[src/hw/iodr_regs.vh]
// Register offsets, field positions, reset values and timing counts for the inertial output registers
//
// Overview of operation
// - Angle registers are signed; zero is 0x0000
// - Angle step weight scales with decimation over rate
// - Clock mode 00 selects internal 2048 Hz rate
// - Other clock modes use the external clock
// - Angle codes span 0x7fff down to 0x8000
// - Primary acceleration is signed, 0.25 mg per step
// - Zero acceleration reads as 0x0000
// - Low-bits register holds filter bit growth
// - Primary is upper, low bits lower half
// - Each axis owns one primary, one low register
// - Acceleration registers at 0x10, 0x12, 0x14, 0x16
// - Angle registers at 0x26 and 0x28
// - Angle is displacement over one processing cycle
`ifndef IODR_REGS_VH
`define IODR_REGS_VH

// Register byte offsets, as carried in the command frame address field
`define IODR_ADDR_ACCX_LOW 7'h10
`define IODR_ADDR_ACCX_PRI 7'h12
`define IODR_ADDR_ACCY_LOW 7'h14
`define IODR_ADDR_ACCY_PRI 7'h16
`define IODR_ADDR_ANG_Y 7'h26
`define IODR_ADDR_ANG_Z 7'h28
`define IODR_ADDR_MSC 7'h32
`define IODR_ADDR_DEC 7'h36

// Control fields and reset values
`define IODR_CLKMODE_HI 3
`define IODR_CLKMODE_LO 2
`define IODR_CLKMODE_INT 2'h0
`define IODR_MSC_RST 16'h0000
`define IODR_DEC_W 11
`define IODR_DEC_RST 11'h000
`define IODR_ZERO16 16'h0000

// Angle code limits and accumulator width
`define IODR_ANG_MAX 16'h7fff
`define IODR_ANG_MIN 16'h8000
`define IODR_ACC_W 28
`define IODR_DIV_LAST 5'h1b

// Serial frame layout
`define IODR_FRAME_LAST 4'hf
`define IODR_CMD_WR_BIT 15

// Sample timing
`define IODR_CLK_HZ 100000000
`define IODR_FS_INT_HZ 2048
`define IODR_INT_TICK (`IODR_CLK_HZ / `IODR_FS_INT_HZ)

`endif

[src/hw/iodr_angle_accum.v]
// Delta angle accumulator for one axis with serial divide and saturation
`include "iodr_regs.vh"

module iodr_angle_accum (
  input wire clk, // System clock
  input wire sys_rst, // Asynchronous reset, active high
  input wire sampleStb, // One strobe per sample
  input wire [15:0] rate, // Rate sample, signed
  input wire [`IODR_DEC_W-1:0] decim, // Decimation setting
  output reg [15:0] angle_q // Delta angle code
);

  localparam [2:0] ST_IDLE = 3'b001;
  localparam [2:0] ST_DIV = 3'b010;
  localparam [2:0] ST_DONE = 3'b100;

  reg [2:0] state_q;
  reg [`IODR_ACC_W-1:0] acc_q;
  reg [`IODR_DEC_W-1:0] cnt_q;
  reg [`IODR_ACC_W-1:0] quo_q;
  reg [12:0] rem_q;
  reg [11:0] divisor_q;
  reg neg_q;
  reg [4:0] step_q;
  wire [`IODR_ACC_W-1:0] accNew;
  wire [`IODR_ACC_W-1:0] accMag;
  wire [12:0] remShift;
  wire remFits;

  // Running sum of rate samples over the processing cycle
  assign accNew = acc_q + {{(`IODR_ACC_W-16){rate[15]}}, rate};
  assign accMag = accNew[`IODR_ACC_W-1] ? (~accNew + 28'h0000001) : accNew;
  assign remShift = {rem_q[11:0], quo_q[`IODR_ACC_W-1]};
  assign remFits = remShift >= {1'b0, divisor_q};

  ////////////////////////////////////////////////////////////////////////////
  // Accumulate, then divide the sum by decimation plus one
  always @(posedge clk or posedge sys_rst) begin
    if (sys_rst) begin
      state_q <= ST_IDLE;
      acc_q <= 28'h0000000;
      cnt_q <= `IODR_DEC_RST;
      quo_q <= 28'h0000000;
      rem_q <= 13'h0000;
      divisor_q <= 12'h001;
      neg_q <= 1'b0;
      step_q <= 5'h00;
      angle_q <= `IODR_ZERO16;
    end else begin
      // Sample bookkeeping runs even while a divide is in flight
      if (sampleStb) begin
        if (cnt_q >= decim) begin
          acc_q <= 28'h0000000;
          cnt_q <= `IODR_DEC_RST;
          neg_q <= accNew[`IODR_ACC_W-1];
          quo_q <= accMag;
          rem_q <= 13'h0000;
          divisor_q <= {1'b0, decim} + 12'h001;
          step_q <= 5'h00;
          state_q <= ST_DIV;
        end else begin
          acc_q <= accNew;
          cnt_q <= cnt_q + 11'h001;
        end
      end
      case (state_q)
        ST_IDLE: begin
          step_q <= 5'h00;
        end
        ST_DIV: begin
          if (!sampleStb) begin
            // Restoring divide, one quotient bit per clock
            rem_q <= remFits ? (remShift - {1'b0, divisor_q}) : remShift;
            quo_q <= {quo_q[`IODR_ACC_W-2:0], remFits};
            step_q <= step_q + 5'h01;
            if (step_q == `IODR_DIV_LAST) begin
              state_q <= ST_DONE;
            end
          end
        end
        ST_DONE: begin
          // Clamp to the signed 16-bit code range
          if (!neg_q && (quo_q > {12'h000, `IODR_ANG_MAX})) begin
            angle_q <= `IODR_ANG_MAX;
          end else if (neg_q && (quo_q > {12'h000, `IODR_ANG_MIN})) begin
            angle_q <= `IODR_ANG_MIN;
          end else if (neg_q) begin
            angle_q <= ~quo_q[15:0] + 16'h0001;
          end else begin
            angle_q <= quo_q[15:0];
          end
          if (!sampleStb) begin
            state_q <= ST_IDLE;
          end
        end
        default: begin
          state_q <= ST_IDLE;
        end
      endcase
    end
  end

endmodule // iodr_angle_accum

[src/hw/iodr_top.v]
// Inertial output register bank with serial register port and sample timing
`include "iodr_regs.vh"

module iodr_top #(
  parameter [31:0] INT_TICK_CYCLES = `IODR_INT_TICK // Clocks per internal sample
) (
  input wire clk, // System clock, 100 MHz
  input wire sys_rst, // Asynchronous reset, active high
  input wire spiCsN, // Serial chip select, active low
  input wire spiSclk, // Serial clock, idles high
  input wire spiMosi, // Serial data from host
  output reg spiMiso, // Serial data to host
  input wire extSampleClk, // External sample clock
  input wire [31:0] accelXIn, // X acceleration, primary and low halves
  input wire [31:0] accelYIn, // Y acceleration, primary and low halves
  input wire [15:0] gyroYIn, // Y rate sample
  input wire [15:0] gyroZIn, // Z rate sample
  output reg dataReady_q // Strobe when new samples are captured
);

  localparam [15:0] TICK_LAST = INT_TICK_CYCLES[15:0] - 16'h0001;
  localparam [1:0] SP_IDLE = 2'b01;
  localparam [1:0] SP_SHIFT = 2'b10;

  ////////////////////////////////////////////////////////////////////////////
  // Declarations
  reg [15:0] mscCtrl_q;
  reg [`IODR_DEC_W-1:0] decim_q;
  reg [15:0] tickCnt_q;
  reg extPrev_q;
  reg sampleStb_q;
  reg [15:0] gyroY_q;
  reg [15:0] gyroZ_q;
  reg [15:0] accXPri_q;
  reg [15:0] accXLow_q;
  reg [15:0] accYPri_q;
  reg [15:0] accYLow_q;
  reg sclkPrev_q;
  reg [1:0] spState_q;
  reg [3:0] bitCnt_q;
  reg [15:0] rxShift_q;
  reg [15:0] txShift_q;
  reg [15:0] rdData_q;
  reg [15:0] rdMux;
  wire [15:0] angY;
  wire [15:0] angZ;
  wire [1:0] clkMode;
  wire intTick;
  wire extEdge;
  wire sampleTick;
  wire sclkRise;
  wire sclkFall;
  wire [15:0] rxWord;
  wire [6:0] rxAddr;
  wire rxIsWrite;

  ////////////////////////////////////////////////////////////////////////////
  // Sample rate selection
  assign clkMode = mscCtrl_q[`IODR_CLKMODE_HI:`IODR_CLKMODE_LO];
  assign intTick = (tickCnt_q == TICK_LAST);
  assign extEdge = extSampleClk & ~extPrev_q;
  assign sampleTick = (clkMode == `IODR_CLKMODE_INT) ? intTick : extEdge;

  // Internal sample divider, held at zero in external mode
  always @(posedge clk or posedge sys_rst) begin
    if (sys_rst) begin
      tickCnt_q <= 16'h0000;
      extPrev_q <= 1'b0;
    end else begin
      extPrev_q <= extSampleClk;
      if ((clkMode != `IODR_CLKMODE_INT) || intTick) begin
        tickCnt_q <= 16'h0000;
      end else begin
        tickCnt_q <= tickCnt_q + 16'h0001;
      end
    end
  end

  ////////////////////////////////////////////////////////////////////////////
  // Sample capture: both halves of each axis load on one edge
  always @(posedge clk or posedge sys_rst) begin
    if (sys_rst) begin
      sampleStb_q <= 1'b0;
      dataReady_q <= 1'b0;
      gyroY_q <= `IODR_ZERO16;
      gyroZ_q <= `IODR_ZERO16;
      accXPri_q <= `IODR_ZERO16;
      accXLow_q <= `IODR_ZERO16;
      accYPri_q <= `IODR_ZERO16;
      accYLow_q <= `IODR_ZERO16;
    end else begin
      sampleStb_q <= sampleTick;
      dataReady_q <= sampleTick;
      if (sampleTick) begin
        gyroY_q <= gyroYIn;
        gyroZ_q <= gyroZIn;
        accXPri_q <= accelXIn[31:16];
        accXLow_q <= accelXIn[15:0];
        accYPri_q <= accelYIn[31:16];
        accYLow_q <= accelYIn[15:0];
      end
    end
  end

  ////////////////////////////////////////////////////////////////////////////
  // Per-axis delta angle accumulators
  iodr_angle_accum uAngY (
    .clk(clk),
    .sys_rst(sys_rst),
    .sampleStb(sampleStb_q),
    .rate(gyroY_q),
    .decim(decim_q),
    .angle_q(angY)
  );

  iodr_angle_accum uAngZ (
    .clk(clk),
    .sys_rst(sys_rst),
    .sampleStb(sampleStb_q),
    .rate(gyroZ_q),
    .decim(decim_q),
    .angle_q(angZ)
  );

  ////////////////////////////////////////////////////////////////////////////
  // Read decode by word address; unmapped words read as zero
  always @* begin
    rdMux = `IODR_ZERO16;
    case ({1'b0, rxAddr[6:1]})
      `IODR_ADDR_ACCX_LOW >> 1: begin
        rdMux = accXLow_q;
      end
      `IODR_ADDR_ACCX_PRI >> 1: begin
        rdMux = accXPri_q;
      end
      `IODR_ADDR_ACCY_LOW >> 1: begin
        rdMux = accYLow_q;
      end
      `IODR_ADDR_ACCY_PRI >> 1: begin
        rdMux = accYPri_q;
      end
      `IODR_ADDR_ANG_Y >> 1: begin
        rdMux = angY;
      end
      `IODR_ADDR_ANG_Z >> 1: begin
        rdMux = angZ;
      end
      `IODR_ADDR_MSC >> 1: begin
        rdMux = mscCtrl_q;
      end
      `IODR_ADDR_DEC >> 1: begin
        rdMux = {5'h00, decim_q};
      end
      default: begin
        rdMux = `IODR_ZERO16;
      end
    endcase
  end

  ////////////////////////////////////////////////////////////////////////////
  // Serial port edge detection and frame fields
  assign sclkRise = spiSclk & ~sclkPrev_q;
  assign sclkFall = ~spiSclk & sclkPrev_q;
  assign rxWord = {rxShift_q[14:0], spiMosi};
  assign rxAddr = rxWord[14:8];
  assign rxIsWrite = rxWord[`IODR_CMD_WR_BIT];

  // Frame engine: sample on rising, drive on falling sclk
  always @(posedge clk or posedge sys_rst) begin
    if (sys_rst) begin
      sclkPrev_q <= 1'b1;
      spState_q <= SP_IDLE;
      bitCnt_q <= 4'h0;
      rxShift_q <= 16'h0000;
      txShift_q <= 16'h0000;
      rdData_q <= 16'h0000;
      spiMiso <= 1'b0;
    end else begin
      sclkPrev_q <= spiSclk;
      case (spState_q)
        SP_IDLE: begin
          if (!spiCsN) begin
            spState_q <= SP_SHIFT;
            bitCnt_q <= 4'h0;
            rxShift_q <= 16'h0000;
            txShift_q <= rdData_q;
          end
        end
        SP_SHIFT: begin
          if (spiCsN) begin
            // Frame aborted or finished; partial frames are dropped
            spState_q <= SP_IDLE;
          end else if (sclkRise) begin
            rxShift_q <= rxWord;
            bitCnt_q <= bitCnt_q + 4'h1;
            if (bitCnt_q == `IODR_FRAME_LAST) begin
              // Read answer goes out in the following frame
              if (!rxIsWrite) begin
                rdData_q <= rdMux;
                txShift_q <= rdMux;
              end else begin
                txShift_q <= rdData_q;
              end
            end
          end else if (sclkFall) begin
            spiMiso <= txShift_q[15];
            txShift_q <= {txShift_q[14:0], 1'b0};
          end
        end
        default: begin
          spState_q <= SP_IDLE;
        end
      endcase
    end
  end

  ////////////////////////////////////////////////////////////////////////////
  // Byte writes into the control registers; data registers ignore writes
  always @(posedge clk or posedge sys_rst) begin
    if (sys_rst) begin
      mscCtrl_q <= `IODR_MSC_RST;
      decim_q <= `IODR_DEC_RST;
    end else if ((spState_q == SP_SHIFT) && !spiCsN && sclkRise
                 && (bitCnt_q == `IODR_FRAME_LAST) && rxIsWrite) begin
      case (rxAddr)
        `IODR_ADDR_MSC: begin
          mscCtrl_q[7:0] <= rxWord[7:0];
        end
        `IODR_ADDR_MSC + 7'h01: begin
          mscCtrl_q[15:8] <= rxWord[7:0];
        end
        `IODR_ADDR_DEC: begin
          decim_q[7:0] <= rxWord[7:0];
        end
        `IODR_ADDR_DEC + 7'h01: begin
          decim_q[10:8] <= rxWord[2:0];
        end
        default: begin
          decim_q <= decim_q;
        end
      endcase
    end
  end

endmodule // iodr_top

[config.mk]
export PLATFORM = sky130hd
export DESIGN_NAME = iodr_top
export DESIGN_NICKNAME = d
export VERILOG_FILES = /design/src/hw/iodr_angle_accum.v /design/src/hw/iodr_top.v
export VERILOG_INCLUDE_DIRS = /design/src /design/src/hw
export SDC_FILE = /design/constraint.sdc
export NUM_CORES = 1
export LEC_CHECK = 0
export ABC_AREA = 1
export BUFFER_PORTS_ARGS = -buffer_cell sky130_fd_sc_hd__buf_4
export CAP_MARGIN = 20
export CORE_ASPECT_RATIO = 0.5
export CORE_MARGIN = 2
export CORE_UTILIZATION = 55
export CTS_CLUSTER_SIZE = 16
export DETAILED_ROUTE_END_ITERATION = 8
export GPL_TIMING_DRIVEN = 0
export PLACE_DENSITY = 0.83
export SYNTH_ARGS = -nofsm -noshare
export SYNTH_HDL_FRONTEND = slang
export SYNTH_SLANG_ARGS = --single-unit
[constraint.sdc]
create_clock -name clk -period 18.3 [get_ports clk]
set_input_delay 0.915 -clock clk [delete_from_list [all_inputs] [get_ports clk]]
set_output_delay 0.915 -clock clk [all_outputs]
set_load 0.05 [all_outputs]
== Word level (Yosys, flattened, before mapping) ==
Index checks and enable logic that the tools add are counted.

* Bits in registers: 430
* Output and inout bits: 2
* Input port bits: 102

* $add $sub $neg: 15
* Reduce and logical (&&, ||, !) cells: 26
* Multiplexer cells: 71
* Magnitude comparators: 8
* Equal/unequal tests: 30
* Bitwise operators: 12

{| class="wikitable"
|+ Operator list
! kind !! count
|-
| 2-to-1 mux 28 bit || 12
|-
| 2-to-1 mux 16 bit || 13
|-
| 2-to-1 mux 13 bit || 10
|-
| case mux 16 bit (8 select lines) || 1
|-
| adder 28 x 1 -> 28 bit (second input constant) || 2
|-
| adder 28 bit || 2
|-
| greater-than comparator 28 x 15 -> 1 bit (second input constant) || 2
|-
| greater-than comparator 28 x 16 -> 1 bit (second input constant) || 2
|-
| NOT 28 bit || 2
|-
| adder 16 x 1 -> 16 bit (second input constant) || 3
|-
| 2-to-1 mux 15 bit || 3
|-
| NOT 16 bit || 2
|-
| case mux 16 bit (2 select lines) || 1
|-
| 2-to-1 mux 3 bit || 10
|-
| 2-to-1 mux 5 bit || 6
|-
| case mux 15 bit (2 select lines) || 1
|-
| equality test 7 x 6 -> 1 bit (second input constant) || 4
|-
| greater-or-equal comparator 13 x 12 -> 1 bit || 2
|-
| subtractor 13 x 12 -> 13 bit || 2
|-
| equality test 6 x 4 -> 1 bit (second input constant) || 4
|-
| equality test 6 x 5 -> 1 bit (second input constant) || 4
|-
| adder 11 x 1 -> 11 bit (second input constant) || 2
|-
| greater-or-equal comparator 11 bit || 2
|-
| 2-to-1 mux 11 bit || 2
|-
| other kinds (30) || 68
|}

== Logic depth before layout (Yosys ltp) ==
* Word-level depth: 8
* Mapped depth: 23
* Mapped depth without buffers: 23

== Modules after synthesis ==
From an unflattened synthesis, not the netlist that was laid out.

* Cells, all modules: 3918
* Area, all modules: 27742.9 sq um

{| class="wikitable"
|+ By module, submodules not included
! module !! cells each !! area each (sq um) !! times used
|-
| iodr_top || 1216 || 9504.1 || 1
|-
| iodr_angle_accum at uAngZ || 1350 || 9138.8 || 1
|-
| iodr_angle_accum at uAngY || 1352 || 9100.0 || 1
|}

== Worst setup path after synthesis ==
Ideal clock, no wire load.

* Kind: reg-to-reg
* Start point: register gyroZ_q[0]
* End point: register uAngZ.quo_q[22]
* Data arrival time: 2.421 ns
* Path slack: 15.762 ns
* Required time: 18.183 ns
* Period minus slack after synthesis: 2.538 ns
* Setup time: 0.117 ns
* Stages on the path, launching flop included: 20
* Cell sequence: dfrtp_1 > ha_1 > inv_1 > fa_1 > ha_1 > inv_1 > nor2_1 > nand3_2 > nor2_2 > nand2_2 > nor2_4 > nand2_2 > nor2_4 > nand2_1 > nand2_1 > nand2_1 > nand2_1 > nand2_1 > o21ai_1 > inv_1

* Cells in the longest elaborated chain, start to end: 8

{| class="wikitable"
|+ RTL lines
! what !! RTL line !! RTL
|-
| from (decl) || iodr_top.v:33 || <nowiki>reg [15:0] gyroZ_q;</nowiki>
|-
| from (signal assigned) || iodr_top.v:86 || <nowiki>gyroZ_q <= `IODR_ZERO16;</nowiki>
|-
| from (signal assigned) || iodr_top.v:96 || <nowiki>gyroZ_q <= gyroZIn;</nowiki>
|-
| adder 28 bit (*) || iodr_angle_accum.v:31 || <nowiki>assign accNew = acc_q + {{(`IODR_ACC_W-16){rate[15]}}, rate};</nowiki>
|-
| NOT 28 bit || iodr_angle_accum.v:32 || <nowiki>assign accMag = accNew[`IODR_ACC_W-1] ? (~accNew + 28'h0000001) : accNew;</nowiki>
|-
| adder 28 x 1 -> 28 bit || iodr_angle_accum.v:32 ||
|-
| 2-to-1 mux 28 bit (*) || iodr_angle_accum.v:32 ||
|-
| 2-to-1 mux 28 bit (*) || iodr_angle_accum.v:52 || <nowiki>if (cnt_q >= decim) begin</nowiki>
|-
| 2-to-1 mux 28 bit (*) || iodr_angle_accum.v:51 || <nowiki>if (sampleStb) begin</nowiki>
|-
| 2-to-1 mux 28 bit || iodr_angle_accum.v:71 || <nowiki>if (!sampleStb) begin</nowiki>
|-
| 2-to-1 mux 28 bit (*) || iodr_angle_accum.v:66 || <nowiki>case (state_q)</nowiki>
|-
| to (signal assigned) || iodr_angle_accum.v:56 || <nowiki>quo_q <= accMag;</nowiki>
|-
| to (signal assigned) || iodr_angle_accum.v:74 || <nowiki>quo_q <= {quo_q[`IODR_ACC_W-2:0], remFits};</nowiki>
|-
| to (decl) || iodr_angle_accum.v:20 || <nowiki>reg [`IODR_ACC_W-1:0] quo_q;</nowiki>
|}

Mark *: on every way between the ends. The rest lies on a longest branch, timed or not.
A chain may end at the register's enable or synchronous reset.

== Final worst setup path ==
* Start point: register decim_q[6]
* End point: register uAngZ.rem_q[10]

* Cells in the longest elaborated chain, start to end: 5

{| class="wikitable"
|+ RTL lines
! what !! RTL line !! RTL
|-
| from (decl) || iodr_top.v:28 || <nowiki>reg [`IODR_DEC_W-1:0] decim_q;</nowiki>
|-
| from (signal assigned) || iodr_top.v:222 || <nowiki>decim_q <= `IODR_DEC_RST;</nowiki>
|-
| from (signal assigned) || iodr_top.v:233 || <nowiki>decim_q[7:0] <= rxWord[7:0];</nowiki>
|-
| from (signal assigned) || iodr_top.v:239 || <nowiki>decim_q <= decim_q;</nowiki>
|-
| greater-or-equal comparator 11 bit (*) || iodr_angle_accum.v:52 ||
|-
| 2-to-1 mux 13 bit (*) || iodr_angle_accum.v:52 ||
|-
| 2-to-1 mux 13 bit (*) || iodr_angle_accum.v:51 ||
|-
| 2-to-1 mux 13 bit || iodr_angle_accum.v:71 ||
|-
| 2-to-1 mux 13 bit (*) || iodr_angle_accum.v:66 ||
|-
| to (signal assigned) || iodr_angle_accum.v:73 || <nowiki>rem_q <= remFits ? (remShift - {1'b0, divisor_q}) : remShift;</nowiki>
|-
| to (decl) || iodr_angle_accum.v:21 || <nowiki>reg [12:0] rem_q;</nowiki>
|}

Marks and branches as above.

==> impl_metrics.yaml <==
run:
  drv_cap: 0
timing:
  finalSetupViolCount: 0
  fmax_mhz: 273
  tightestPinTransition_ps: 1070
  hold_viol: 0
  slew_violations: 0
  finalCriticalPeriod_ps: 3660
  rsz0062_at_grt: "false"
  post-route-period-util_pct: 20.0
  clock_skew_ps: 45.9
  slew_headroom_pct: 29.0
  setup-tns-final_ps: 0
synthesis:
  avgSynthCellArea_um2: 7.31
  synth_fp_nets: 3835
  synth_cell_types: 63
  ys_warn_count: 0
  synthArstFlopShare_pct: 100
  syn_inst: 3616
  synth_area_mm2: 0.0264
  ys_top_cells_by_area: "dfrtp_1 40%, nand2_1 15%, inv_1 6.2%, ha_1 5.4%, o21ai_0 4.2%"
  synth_top_cell_area_share_pct: 40.0
  synth-edff-count: 0
  ys_seq_area_share_pct: 40.6
  ys.flop_type: "dfrtp_1"
  yosys_register_bits: 428
  synth_top_area_cell: "dfrtp_1"
die:
  io_pins: 104
  rows: 56
  die_area_mm2: 0.0499
  coreArea_mm2: 0.0472
  initial_core_util_pct: 56.0
  die_w_um: 314
  fp.dieH_um: 159
global_routing:
  grt_use_total_pct: 31.7
  grt_pass1_vias: 24100
  overflow: 0
  grt_antenna_before_repair: 1
  grt_pass1_wl_um: 126000
  grt_max_degree: 131
detailed_routing:
  dr.pass1.iters: 7
  wl_per_cell_um: 17.9
  num_vias: 25400
  ant_nets: 0
  drtIter0Drc: 2899
  drc: 0
  drt-total-wl_um: 79400
  via_per_inst: 5.73
setup_path:
  worstPathRequired_ps: 18800
  critPathBufInv: 4
  path_class: "register to register"
  crit_fanout: 10
  critical_path.cell_chain: "inv_1, ha_1, nand2_1, o21ai_0, nand2_1, o2111ai_1, nor2_1, nor2_1, inv_1, clkbuf_1, clkbuf_1, nand3_1, o211ai_1"
  max_stage_delay_ps: 530
  cpMaxStageDelayCell: "clkbuf_1"
  crit_arrival_ps: 4160
  startpoint_type: "register"
  cp_top_family: "buffers and inverters"
  crit_path_end_kind: "register"
clock_network:
  cts_root_buf: "clkbuf_16"
  htree_num_levels: 2
  clk_path_buf_depth: 3
  cts_setup_buffers: 0
  cts_hold_buffers: 0
  cts_sinks: 428
  clk_latency_ps: 600
  cts_resized: 0
  clk_pin_slew_ps: 70
  cts_buffers: 40
  tritoncts: "built"
pwr:
  power_density_mw_per_mm2: 70.6
  power.total_mw: 2.07
  power.leakage_nw: 14.8
  ir_drop_uv: 70.3
min_path:
  hold_path.class: "input port to asynchronous set/reset pin"
place:
  io_buffers: 103
  routabilityCongestion: 0.954
  dpl.hpwl_um: 59900
final_layout:
  layout-drive-gt1-share_pct: 7.69
  utilization_pct: 62.3
  n_antenna_cell: 0
  fill_cells: 4104
  layout_commonest_cell: "nand2_1"
  mostFrequentLayoutCells: "1085 x nand2_1, 434 x inv_1, 422 x dfrtp_1, 286 x nor2_1, 222 x o21ai_0"
  nNetsFinal: 3983
  area_growth_pct: 11.2
run_status:
  status: "finished, final reports clean"
==> synthesized netlist by cell type, drive strengths merged (3+ instances only) <==
master	count
a211oi	4
a21oi	184
a221oi	28
a22o	7
a22oi	24
a31oi	13
a32oi	3
a41oi	5
and2	3
buf	31
clkbuf	79
clkinv	5
dfrtp	422
dfstp	6
fa	4
ha	113
inv	445
nand2	1126
nand3	212
nand3b	20
nand4	55
nor2	304
nor3	77
nor3b	11
nor4	17
o211ai	26
o21ai	249
o21bai	6
o221ai	3
o22ai	23
o31ai	3
or2	6
xnor2	25
xor2	62
==> flip-flops by register name (all words and copies together) (netlist names), 28 cells and up, named ones only <==
register / count
uAngY.acc_q: 28
uAngZ.acc_q: 28
uAngY.quo_q: 28
uAngZ.quo_q: 28
==> metrics by stage <==
stage / std cells / hold slack, ps / instance area, µm² / setup slack, ps
after floorplan: 3616 / 433 / 26400 / 5480
after detailed placement: 4360 / 458 / 28100 / 14870
after global placement: 4357 / 446 / 28000 / 857
final: 4433 / 340 / 29400 / 14640
after global routing: 4433 / 377 / 29400 / 14430
after CTS: 4433 / 366 / 29400 / 14840
==> path summary, 6_finish.rpt <==
| path | start | to | slack, ps | depth (start not counted) |
|---|---|---|---|---|
| max reg2reg | decim_q[6] | uAngZ.rem_q[10] | 14640 | 13 |
| max | decim_q[6] | uAngZ.rem_q[10] | 14640 | 13 |
| max in group asynchronous | sys_rst | gyroZ_q[7] | 16240 | 4 |
| min reg2reg | tickCnt_q[0] | tickCnt_q[0] | 460 | 1 |
| min in group clk | extSampleClk | extPrev_q | 430 | 1 |
| min | sys_rst | extPrev_q | 340 | 2 |
==> logic make-up after synthesis <==
family                   count (synthesis)  synth area share (%)
AO/OA/AOI/OAI                          592                  13.0
XOR/XNOR                                87                  2.91
adder cells (fa/ha/maj)                117                  5.65
buffers and inverters                  560                  8.14
flip-flops                             428                  40.6
AND/OR/NAND/NOR                       1832                  29.8
==> where the power goes <==
group | switching, mW | internal (mW) | total [mW]
Sequential | 0.0283 | 0.981 | 1.01
Combinational | 0.135 | 0.0693 | 0.205
Clock | 0.402 | 0.458 | 0.859
Total | 0.565 | 1.51 | 2.07
==> routing by layer <==
layer	part of all wire, %	wire length (µm)	track usage (%)	vias to the layer above
met5	0	0	0	-
met4	3.5	2760	10.5	0
met3	11	8360	8.14	188
met2	43	34100	48.0	1159
met1	43	34100	44.4	11900
li1	-	-	-	12100
==> layout make-up <==
type / instances / area, µm² / share of cell area (%)
Timing Repair Buffer: 106 / 856 / 2.91
Buffer: 110 / 463 / 1.58
Clock buffer: 57 / 1100 / 3.76
Sequential cell: 428 / 10700 / 36.5
Multi-Input combinational cell: 2628 / 13600 / 46.1
Clock inverter: 16 / 189 / 0.643
Inverter: 450 / 1700 / 5.77
Tap cell: 638 / 798 / 2.72
(Power assumes the default switching activity.)
